==> src/inc/epps_pkg.sv <==
package epps_pkg;
	localparam int AddrW = 8;
	localparam int DataW = 8;
	localparam int ClockHz = 125_000_000;
	localparam int LocationCount = 256;
	localparam int RepsPerLocation = 32;
	localparam int AddrTrueUs = 60;
	localparam int PulseStartUs = 155;
	localparam int PulseLenUs = 3000;
	localparam int CycleEndUs = 3250;
	localparam int Period20Us = 15000;
	localparam int Period2Us = 150000;
	localparam int HoldMs = 520;
	localparam int HostCycles = 35;
	localparam int HostAddrPort = 2;
	localparam int HostDataPort = 3;
	localparam int HostReadPort = 2;
	localparam int Enable20Bit = 7;
	localparam int Enable2Bit = 6;
	localparam int CyclesPerUs = ClockHz / 1_000_000;
	localparam int AddrTrueCyc = AddrTrueUs * CyclesPerUs;
	localparam int PulseStartCyc = PulseStartUs * CyclesPerUs;
	localparam int PulseEndCyc = (PulseStartUs + PulseLenUs) * CyclesPerUs;
	localparam int CycleEndCyc = CycleEndUs * CyclesPerUs;
	localparam int Period20Cyc = Period20Us * CyclesPerUs;
	localparam int Period2Cyc = Period2Us * CyclesPerUs;
	localparam int HoldCyc = HoldMs * 1000 * CyclesPerUs;
	localparam logic [7:0] EnPortReset = 8'hff;
endpackage : epps_pkg

==> src/inc/epps_if.sv <==
`timescale 1ns/1ns
interface epps_if;
	logic [7:0] addrIn;
	logic [7:0] dataIn;
	logic enable20N;
	logic enable2N;
	logic [7:0] readback;
	modport device (input addrIn, input dataIn, input enable20N, input enable2N,
		output readback);
	modport host (output addrIn, output dataIn, output enable20N, output enable2N,
		input readback);
endinterface : epps_if

==> src/verilog/epps_device.sv <==
`timescale 1ns/1ns
module epps_device #(
	parameter int AddrTrueCyc = epps_pkg::AddrTrueCyc,
	parameter int PulseStartCyc = epps_pkg::PulseStartCyc,
	parameter int PulseEndCyc = epps_pkg::PulseEndCyc,
	parameter int CycleEndCyc = epps_pkg::CycleEndCyc,
	parameter int Period20Cyc = epps_pkg::Period20Cyc,
	parameter int Period2Cyc = epps_pkg::Period2Cyc
) (
	input wire logic clock,
	input wire logic rst,
	epps_if.device hostSide,
	input wire logic [7:0] memDataIn,
	output logic [7:0] memAddr,
	output logic [7:0] memDataOut,
	output logic memDataOeN,
	output logic supplyOn,
	output logic programPulseLine,
	output logic addrHighDrive
);
	typedef enum logic [1:0] {
		EPPS_IDLE = 2'b01,
		EPPS_RUN = 2'b10
	} epps_state_t;

	typedef struct packed {
		epps_state_t state;
		logic [31:0] periodCnt;
		logic [31:0] cycleCnt;
		logic inCycle;
		logic [7:0] memAddr;
		logic [7:0] memDataOut;
		logic memDataOeN;
		logic supplyOn;
		logic programPulseLine;
		logic addrHighDrive;
		logic [7:0] readback;
	} epps_dev_t;

	// counter limits as 32-bit values, so no compare mixes widths
	localparam logic [31:0] AddrTrueLim = 32'(AddrTrueCyc);
	localparam logic [31:0] PulseStartLim = 32'(PulseStartCyc);
	localparam logic [31:0] PulseEndLim = 32'(PulseEndCyc);
	localparam logic [31:0] CycleLastCnt = 32'(CycleEndCyc - 1);
	localparam logic [31:0] Period20Lim = 32'(Period20Cyc);
	localparam logic [31:0] Period2Lim = 32'(Period2Cyc);

	// drivers off, supplies down, program line low
	localparam epps_dev_t ResetState = '{
		state: EPPS_IDLE,
		periodCnt: 32'h0,
		cycleCnt: 32'h0,
		inCycle: 1'b0,
		memAddr: 8'h00,
		memDataOut: 8'h00,
		memDataOeN: 1'b1,
		supplyOn: 1'b0,
		programPulseLine: 1'b0,
		addrHighDrive: 1'b0,
		readback: 8'h00
	};

	epps_dev_t cur_r;
	epps_dev_t cur_nxt;
	logic enable20;
	logic enable2;
	logic anyEnable;
	logic [31:0] periodLen;
	logic periodDue;
	logic cycleLast;
	logic pinsQuiet;

	// half-open window on the cycle counter
	function automatic logic in_span(
		input logic [31:0] cnt,
		input logic [31:0] lo,
		input logic [31:0] hi
	);
		return (cnt >= lo) && (cnt < hi);
	endfunction : in_span

	// both launch points must clear the same counters
	function automatic epps_dev_t launch(input epps_dev_t s);
		epps_dev_t r;
		r = s;
		r.periodCnt = 32'h0;
		r.cycleCnt = 32'h0;
		r.inCycle = 1'b1;
		return r;
	endfunction : launch

	function automatic logic [7:0] flip_byte(input logic [7:0] v, input logic inv);
		return inv ? ~v : v;
	endfunction : flip_byte

	assign enable20 = !hostSide.enable20N;
	assign enable2 = !hostSide.enable2N;
	assign anyEnable = enable20 || enable2;
	// 20 percent wins if both are low; the hotter choice was never asked for
	assign periodLen = enable20 ? Period20Lim : Period2Lim;
	assign periodDue = cur_r.periodCnt >= (periodLen - 32'h1);
	assign cycleLast = cur_r.cycleCnt == CycleLastCnt;
	// pins are only sensed once the drivers have let go for a full cycle
	assign pinsQuiet = !cur_r.inCycle && !cur_r.supplyOn;

	always_comb begin
		cur_nxt = cur_r;

		// period counter spans the whole period, cycle counter only the cycle
		case (cur_r.state)
			EPPS_IDLE: begin
				cur_nxt.inCycle = 1'b0;
				if (anyEnable) begin
					cur_nxt = launch(cur_r);
					cur_nxt.state = EPPS_RUN;
				end
			end
			EPPS_RUN: begin
				cur_nxt.periodCnt = cur_r.periodCnt + 32'h1;
				if (cur_r.inCycle) begin
					cur_nxt.cycleCnt = cur_r.cycleCnt + 32'h1;
					if (cycleLast) begin
						cur_nxt.inCycle = 1'b0;
					end
				end
				if (periodDue && !cur_r.inCycle) begin
					// a cycle in flight always finishes even if enable drops
					cur_nxt.periodCnt = 32'h0;
					if (anyEnable) begin
						cur_nxt = launch(cur_nxt);
					end else begin
						cur_nxt.state = EPPS_IDLE;
					end
				end else if (!anyEnable && !cur_r.inCycle) begin
					cur_nxt.state = EPPS_IDLE;
				end
			end
			default: begin
				cur_nxt.state = EPPS_IDLE;
				cur_nxt.inCycle = 1'b0;
			end
		endcase

		// pins follow the next cycle position, so each one is a flop
		if (cur_nxt.inCycle) begin
			// supplies, program line and address drive rise together
			cur_nxt.supplyOn = 1'b1;
			cur_nxt.addrHighDrive = 1'b1;
			cur_nxt.memDataOeN = 1'b0;
			cur_nxt.programPulseLine = !in_span(cur_nxt.cycleCnt, PulseStartLim,
				PulseEndLim);
			cur_nxt.memAddr = flip_byte(hostSide.addrIn,
				in_span(cur_nxt.cycleCnt, 32'h0, AddrTrueLim));
		end else begin
			// quiescent levels between cycles
			cur_nxt.supplyOn = 1'b0;
			cur_nxt.addrHighDrive = 1'b0;
			cur_nxt.memDataOeN = 1'b1;
			cur_nxt.programPulseLine = 1'b0;
			cur_nxt.memAddr = hostSide.addrIn;
		end

		cur_nxt.memDataOut = flip_byte(hostSide.dataIn, 1'b1);
		// readback holds its last value while the drivers may own the pins
		if (pinsQuiet) begin
			// pins still carry the complemented cell, blank cell reads ff
			cur_nxt.readback = flip_byte(memDataIn, 1'b1);
		end
	end

	always_ff @(posedge clock or posedge rst) begin
		if (rst) begin
			cur_r <= ResetState;
		end else begin
			cur_r <= cur_nxt;
		end
	end

	// every pin comes straight from the state register

	assign memAddr = cur_r.memAddr;
	assign memDataOut = cur_r.memDataOut;
	assign memDataOeN = cur_r.memDataOeN;
	assign supplyOn = cur_r.supplyOn;
	assign programPulseLine = cur_r.programPulseLine;
	assign addrHighDrive = cur_r.addrHighDrive;
	assign hostSide.readback = cur_r.readback;
endmodule : epps_device

==> src/flat_wrapper.sv <==
// flat-port wrapper written by rule: the top's interface ports become plain ports
module epps_device_flat 
#(
	parameter int AddrTrueCyc = epps_pkg::AddrTrueCyc,
	parameter int PulseStartCyc = epps_pkg::PulseStartCyc,
	parameter int PulseEndCyc = epps_pkg::PulseEndCyc,
	parameter int CycleEndCyc = epps_pkg::CycleEndCyc,
	parameter int Period20Cyc = epps_pkg::Period20Cyc,
	parameter int Period2Cyc = epps_pkg::Period2Cyc
)
  (clock, rst, memDataIn, memAddr, memDataOut, memDataOeN, supplyOn, programPulseLine, addrHighDrive, hostSide_addrIn, hostSide_dataIn, hostSide_enable20N, hostSide_enable2N, hostSide_readback);
  epps_if hostSide_i ();
  input wire logic clock;
  input wire logic rst;
  input wire logic [7:0] memDataIn;
  output logic [7:0] memAddr;
  output logic [7:0] memDataOut;
  output logic memDataOeN;
  output logic supplyOn;
  output logic programPulseLine;
  output logic addrHighDrive;
  input wire logic [$bits(hostSide_i.addrIn)-1:0] hostSide_addrIn;
  input wire logic [$bits(hostSide_i.dataIn)-1:0] hostSide_dataIn;
  input wire logic [$bits(hostSide_i.enable20N)-1:0] hostSide_enable20N;
  input wire logic [$bits(hostSide_i.enable2N)-1:0] hostSide_enable2N;
  output wire logic [$bits(hostSide_i.readback)-1:0] hostSide_readback;
  assign hostSide_i.addrIn = hostSide_addrIn;
  assign hostSide_i.dataIn = hostSide_dataIn;
  assign hostSide_i.enable20N = hostSide_enable20N;
  assign hostSide_i.enable2N = hostSide_enable2N;
  assign hostSide_readback = hostSide_i.readback;
  epps_device #(.AddrTrueCyc(AddrTrueCyc), .PulseStartCyc(PulseStartCyc), .PulseEndCyc(PulseEndCyc), .CycleEndCyc(CycleEndCyc), .Period20Cyc(Period20Cyc), .Period2Cyc(Period2Cyc)) u_core (.clock(clock), .rst(rst), .hostSide(hostSide_i), .memDataIn(memDataIn), .memAddr(memAddr), .memDataOut(memDataOut), .memDataOeN(memDataOeN), .supplyOn(supplyOn), .programPulseLine(programPulseLine), .addrHighDrive(addrHighDrive));
endmodule
==> config.mk <==
export PLATFORM = sky130hd
export DESIGN_NAME = epps_device_flat
export DESIGN_NICKNAME = d
export VERILOG_FILES = /design/src/inc/epps_pkg.sv /design/src/inc/epps_if.sv /design/src/verilog/epps_device.sv /design/src/flat_wrapper.sv
export SDC_FILE = /design/constraint.sdc
export NUM_CORES = 1
export LEC_CHECK = 0
export BUFFER_PORTS_ARGS = -buffer_cell sky130_fd_sc_hd__buf_2
export CORE_MARGIN = 2
export CORE_UTILIZATION = 40
export CTS_CLUSTER_SIZE = 10
export DETAILED_ROUTE_END_ITERATION = 8
export SLEW_MARGIN = 20
export SYNTH_ARGS = -nofsm -noshare
export SYNTH_HDL_FRONTEND = slang
export SYNTH_SLANG_ARGS = --single-unit
==> constraint.sdc <==
create_clock -name clock -period 4.4 [get_ports clock]
set_input_delay 0 -clock clock [delete_from_list [all_inputs] [get_ports clock]]
set_output_delay 0 -clock clock [all_outputs]
set_load 0.005 [all_outputs]
==> results of run 1 <==
-- per-stage QoR --
stage	hold WS [ps]	instances	total power [mW]	setup slack (ps)
2_1_floorplan	59.4	664	1.74	1040
3_3_place_gp	97.2	847	1.97	632
3_5_place_dp	99.1	847	2.00	578
4_1_cts	93.8	887	2.86	551
5_1_grt	151	887	3.03	279
6_report	114	887	2.84	541
-- layer usage --
| layer | GRT usage, % | vias to the layer above | part of all wire [%] |
|---|---|---|---|
| li1 | - | 2472 | - |
| met1 | 26.1 | 2452 | 46 |
| met2 | 33.6 | 126 | 48 |
| met3 | 3.55 | 17 | 4.1 |
| met4 | 6.53 | 0 | 1.7 |
| met5 | 0 | - | 0 |
-- worst min-delay path, cell delays in order --
cell and delay, ps:
buf_2 110, nand2_1 130, o21a_1 150, o22ai_1 80
-- timing repair --
| item | 4_1_cts | 5_1_grt |
|---|---|---|
| setup endpoints to repair | 0 | 0 |
| endpoints found under the hold margin | 65 | 0 |
| hold buffers | 25 | 0 |
-- cell families (layout without fill, tap and decap cells) --
logic type,Yosys count,count (layout),share of synthesized area [%]
and+or+nand+nor,270,270,25.0
AOI/OAI and AO/OA,187,187,21.4
DFF,93,93,40.8
buffers and inverters,86,129,7.69
xor gates and xnor gates,14,14,2.15
adders and majority gates,12,12,2.63
muxes,2,2,0.351
-- power groups by stage --
| stage | Sequential (mW) | Clock (mW) | Combinational, mW |
|---|---|---|---|
| 5_1_grt | 1.00 | 0.888 | 1.14 |
| 3_5_place_dp | 1.01 | 0 | 0.994 |
| 6_report | 0.991 | 0.837 | 1.02 |
| 4_1_cts | 0.991 | 0.857 | 1.01 |
| 3_3_place_gp | 1.01 | 0 | 0.968 |
| 2_1_floorplan | 1.00 | 0 | 0.741 |
-- sequential cells by signal, indices dropped and copies added, names as in the netlist --
signal                    cells
u_core.addrHighDrive          1
u_core.cur_r                 66
u_core.hostSide.readback      8
u_core.memAddr                8
u_core.memDataOeN             1
u_core.memDataOut             8
u_core.programPulseLine       1
-- cell type report --
cell class                      instances  area, um^2
Inverter                               21        81.3
Fill cell                            1336        7420
Clock inverter                          5        82.6
Timing Repair Buffer                   93         623
Tap cell                              180         225
Multi-Input combinational cell        485        2950
Clock buffer                           10         229
Sequential cell                        93        2330
-- cell usage in the layout (no fill, tap or decap), types with 3 or more instances in the layout --
cell / netlist / routed
dfrtp_1: 91 / 91
nand2_1: 86 / 86
o21ai_0: 76 / 76
buf_2: 6 / 55
nor2_1: 32 / 31
dlygate4sd3_1: 0 / 25
nand3_1: 24 / 24
nor3_1: 23 / 23
a21oi_1: 22 / 21
o31ai_1: 21 / 21
inv_1: 21 / 20
and3_1: 20 / 20
nand4_1: 19 / 19
buf_4: 27 / 13
ha_1: 12 / 12
nand2b_1: 10 / 10
and4_1: 10 / 10
xor2_1: 9 / 9
clkbuf_16: 0 / 9
and2_1: 8 / 8
a21o_1: 8 / 8
a22o_1: 8 / 8
or3_1: 6 / 6
a211oi_1: 6 / 6
a31oi_1: 6 / 6
xnor2_1: 5 / 5
nor4b_1: 5 / 5
and2_0: 5 / 5
nor4_1: 4 / 4
nor2b_1: 4 / 4
o22a_1: 4 / 4
o21a_1: 3 / 3
o41ai_1: 3 / 3
nor3b_1: 3 / 3
a32oi_1: 3 / 3
-- worst paths after layout --
check                                            startpoint                     endpoint  slack (ps)  depth (start not counted)
worst max-delay path                       u_core.cur_r[76]      u_core.programPulseLine         540                         12
worst min-delay path                      hostSide_enable2N             u_core.cur_r[93]         110                          4
worst max register to register             u_core.cur_r[76]      u_core.programPulseLine         540                         12
worst min register to register  u_core.hostSide.readback[1]  u_core.hostSide.readback[1]         480                          2
max in group asynchronous                               rst             u_core.cur_r[60]        3090                          4
min in group asynchronous                               rst             u_core.cur_r[94]         250                          3
==> out/results.ini, run 1 <==
[worst_hold_path]
holdCritPathClass = input port to register

[placed_design]
hpwl_um = 9780
place.gp.congestion = 0.901
place_area_mm2 = 0.00596
io_buffers = 55

[route]
drc = 0
via_count = 5067
wire_per_inst_um = 16.2
ant_nets = 0
firstDrtPassIters = 5
routed_wl_um = 14400
via_per_inst = 5.71
drtIter0Drc = 350

[yosys]
syn_inst = 664
syn-num-nets = 704
synth-seq-area-share_pct = 40.8
synth.area.top_cells = dfrtp_1 40%, o21ai_0 6.7%, nand2_1 5.7%
postSynth.asyncResetShare_pct = 100
synth_cell_types = 66
synth_top_cell_by_area = dfrtp_1
ys.flop_type = dfrtp_1
synth_edf_count = 0
synth_commonest_cells = 91 x dfrtp_1, 86 x nand2_1, 76 x o21ai_0
synth_area_per_cell_um2 = 8.60
yosys_warnings = 0
yosysMostFrequentCell = dfrtp_1
synth_top_area_share_pct = 39.9
syn_area_mm2 = 0.00571
synth-seq-cells = 93

[clocking]
cts_tree = yes
cts_resized = 0
root_buffer = clkbuf_16
cts.clk_slew.worst_paths_ps = 70
clk_latency_ps = 350
postCtsSetupRepairBufs = 0
clockBufferDepth = 2
clock_sinks = 93
cts_max_level = 3
cts_buffers = 9

[outcome]
status = finished clean

[timing]
final.setup_skew_ps = 7.70
setup_tns_ps = 0
fmax_mhz = 259
finalCritPeriodShare_pct = 87.7
fin_crit_ps = 3860
slew_headroom_pct = 43.0
tightest_slew_ps = 855
setup_viol = 0
hold_violations = 0
final-max-slew-violation-count = 0
rsz0062_at_grt = no

[critical_path]
start_kind = register
worstSetupPathType = register to register
required_ps = 4630
setup.worst_path.end_class = register
path_delay_family = simple AND/OR/NAND/NOR gates
path_buf_inv = 1
cp_data_arrival_time_ps = 4080
crit_chain = ha_1, or3b_2, nor3_1, o211ai_2, a211oi_4, or2b_1, buf_4, o21ai_2, a211oi_2, nand4_1, o21a_1, or3_1
crit_slowest_cell = dfrtp_1
slowest_delay_ps = 460
path_max_fanout = 10

[global_routing]
grtUsageTotal_pct = 20.0
grt_start_max_net_pins = 51
grt-ovfl-total = 0
antenna_found_initial = 0
grt_pass1_vias = 4902
grt_pass1_wl_um = 23900

[floorplan]
core-area_mm2 = 0.0139
die_area_mm2 = 0.0152
rows = 43
die_width_um = 123
start_util_pct = 41.0
die_y_um = 123
io_pins = 56

[pwr]
p_clk_share_pct = 29.4
comb_power_share_pct = 35.8
internal_power_mw = 1.80
power.density_mw_per_mm2 = 436
peakVddDrop_v = 0.000266
p_sw_mw = 1.05
power_leakage_nw = 2.84
pwr-share-seq_pct = 34.8
sw_frac_of_total_pct = 36.9

[cells_and_area]
area_growth_pct = 14.2
final_core_util_pct = 46.8
final_area_mm2 = 0.00652
drive_above_1_share_pct = 13.6
antenna_cells = 0
nets = 743

[job]
maxCapViolations = 0

No activity file was read; power rests on OpenSTA's default activity.
==> inputs of run 2 (changes only) <==
CELL_PAD_IN_SITES_DETAIL_PLACEMENT = 0   (was unset)
CELL_PAD_IN_SITES_GLOBAL_PLACEMENT = 1   (was unset)
PLACE_DENSITY_LB_ADDON = 0.1   (was unset)
==> run 2 against run 1 <==
Net effect: hold slack got worse by 25 ps; non-clock buffer count did not move; combinational power barely moved; cell area fell by 0.23%; die area did not move.
==> out/results.ini, run 2 (same netlist as run 1, synthesis figures left out) <==
[cells_and_area]
area_growth_pct = 13.9
largest-register = u_core.cur_r
fin_cells = 888  ; +0.11%
antenna_cells = 0  ; unchanged
final_cell_mix = 91 x dfrtp_1, 86 x nand2_1, 76 x o21ai_0
nets = 743  ; unchanged
final_area_mm2 = 0.00650  ; -0.23%
final_common_cell = dfrtp_1
largest_reg_flops = 66  ; unchanged
drive_above_1_share_pct = 13.7  ; +0.12 points

[placed_design]
place_area_mm2 = 0.00596  ; about the same
place.gp.congestion = 0.843  ; -6.4%
dp.cells = 847  ; unchanged
io_buffers = 55  ; unchanged
hpwl_um = 10100  ; +2.9%

[clocking]
clock_sinks = 93  ; unchanged
clockBufferDepth = 2  ; unchanged
cts.clk_slew.worst_paths_ps = 70  ; about the same
root_buffer = clkbuf_16
cts_resized = 0  ; unchanged
cts_tree = yes
clk_latency_ps = 360  ; about the same
cts_buffers = 9  ; unchanged
cts_max_level = 3  ; unchanged

[route]
wire_per_inst_um = 17.0  ; +5.2%
via_per_inst = 5.72  ; +0.16%
drtIter0Drc = 390  ; +11%
routed_wl_um = 15100  ; +5.3%
firstDrtPassIters = 5  ; unchanged
drc = 0  ; unchanged
via_count = 5081  ; +0.28%
ant_nets = 0  ; unchanged

[critical_path]
crit_slowest_cell = dfrtp_1
r2r_start = u_core.cur_r[76]
slowest_delay_ps = 450  ; about the same
reg2reg_to = u_core.programPulseLine
setup.worst_path.end_class = register
path_max_fanout = 14  ; +4
path_delay_family = simple AND/OR/NAND/NOR gates
r2r_slack_ps = 500  ; -40 ps
worstSetupPathType = register to register
path_buf_inv = 1  ; unchanged
required_ps = 4640  ; about the same
crit_chain = ha_1, or3b_2, nor3_1, o211ai_2, a211oi_4, or2b_1, buf_4, o21ai_2, a211oi_2, nand4_1, o21a_1, or3_1
start_kind = register
ff2ff_path_depth = 12  ; unchanged
cp_data_arrival_time_ps = 4140  ; +60 ps

[global_routing]
grt_pass1_wl_um = 25000  ; +4.3%
grt_start_max_net_pins = 55  ; +7.8%
antenna_found_initial = 0  ; unchanged
grtUsageTotal_pct = 20.9  ; +0.88 points
grt_pass1_vias = 4926  ; +0.49%
grt-ovfl-total = 0  ; unchanged

[pwr]
comb_power_share_pct = 37.1  ; +1.3 points
peakVddDrop_v = 0.000256  ; -3.8%
sw_frac_of_total_pct = 39.8  ; +2.9 points
p_sw_mw = 1.12  ; +7.0%
power.density_mw_per_mm2 = 434  ; -0.57%
internal_power_mw = 1.70  ; -5.3%
pwr-share-seq_pct = 35.0  ; +0.2 points
power_leakage_nw = 2.82  ; -0.43%
p_clk_share_pct = 27.8  ; -1.6 points

[timing]
slew_headroom_pct = 38.2  ; -4.8 points
fmax_mhz = 256  ; -1.1%
setup_tns_ps = 0  ; unchanged
fin_crit_ps = 3900  ; +44.5 ps
hold_violations = 0  ; unchanged
finalCritPeriodShare_pct = 88.7  ; +1.0 points
final-max-slew-violation-count = 0  ; unchanged
tightest_slew_ps = 927  ; +72.0 ps
rsz0062_at_grt = no
final.setup_skew_ps = 4.77  ; -2.93 ps
setup_viol = 0  ; unchanged

[floorplan]
rows = 43  ; unchanged
die_area_mm2 = 0.0152  ; unchanged
die_width_um = 123  ; unchanged
die_y_um = 123  ; unchanged
io_pins = 56  ; unchanged
core-area_mm2 = 0.0139  ; unchanged
start_util_pct = 41.0  ; unchanged

[job]
maxCapViolations = 0  ; unchanged

[worst_hold_path]
min_path_cells = 4  ; unchanged
holdCritPathClass = input port to register
worstHoldStart = hostSide_enable2N
min_to = u_core.cur_r[93]

[outcome]
status = finished clean

==> run 2: worst max path at each step <==
stage,from,slack [ps],endpoint,cells after the start
global route,u_core.cur_r[76],240,u_core.memAddr[1],13
CTS,u_core.cur_r[76],470,u_core.memAddr[6],12
detailed placement,u_core.cur_r[76],490,u_core.memAddr[6],12
floorplan,u_core.cur_r[76],1040,u_core.memAddr[0],11
global placement,u_core.cur_r[76],570,u_core.programPulseLine,12
finish,u_core.cur_r[76],500,u_core.programPulseLine,12
==> run 2: worst reg2reg max path, cell delays in order (launching register included) <==
cell and delay, ps:
dfrtp_1 450, ha_1 310, or3b_2 430, nor3_1 180, o211ai_2 150, a211oi_4 450, or2b_1 400, buf_4 280
o21ai_2 100, a211oi_2 280, nand4_1 200, o21a_1 230, or3_1 340
==> run 2: power groups by stage <==
stage	sequential [mW]	clock, mW	combinational (mW)
4_1_cts	0.990	0.813	1.05
3_5_place_dp	1.01	0	1.02
2_1_floorplan	1.00	0	0.741
3_3_place_gp	1.00	0	1.00
5_1_grt	0.999	0.845	1.16
6_report	0.989	0.785	1.05
==> run 2: what timing repair did <==
action	in CTS	in global routing
buffers inserted	0	0
hold endpoints to repair	61	0
hold buffers	25	0
==> run 2: through the flow <==
stage | hold WS (ps) | total power [mW] | utilization, % | worst slack [ps]
after floorplan | 59.4 | 1.74 | - | 1040
after global placement | 70.2 | 2.01 | 42.8 | 572
after detailed placement | 83.7 | 2.03 | 42.8 | 493
after CTS | 73.3 | 2.85 | 46.7 | 472
after global routing | 113 | 3.00 | 46.7 | 237
final | 89.0 | 2.82 | 46.7 | 496
==> run 2: layout make-up <==
type                            count  area (um^2)
Clock inverter                      7         66.3
Clock buffer                        9          225
Timing Repair Buffer               93          623
Multi-Input combinational cell    485         2950
Inverter                           21         81.3
Fill cell                        1362         7430
Sequential cell                    93         2330
Tap cell                          180          225
==> run 2: routing by layer <==
metal,routed length [um],vias up,part of all wire (%),global-route usage (%)
met4,231,0,1.5,6.11
li1,-,2479,-,-
met5,0,-,0,0
met3,670,18,4.4,4.57
met1,7350,2446,49,29.2
met2,6880,138,45,32.4
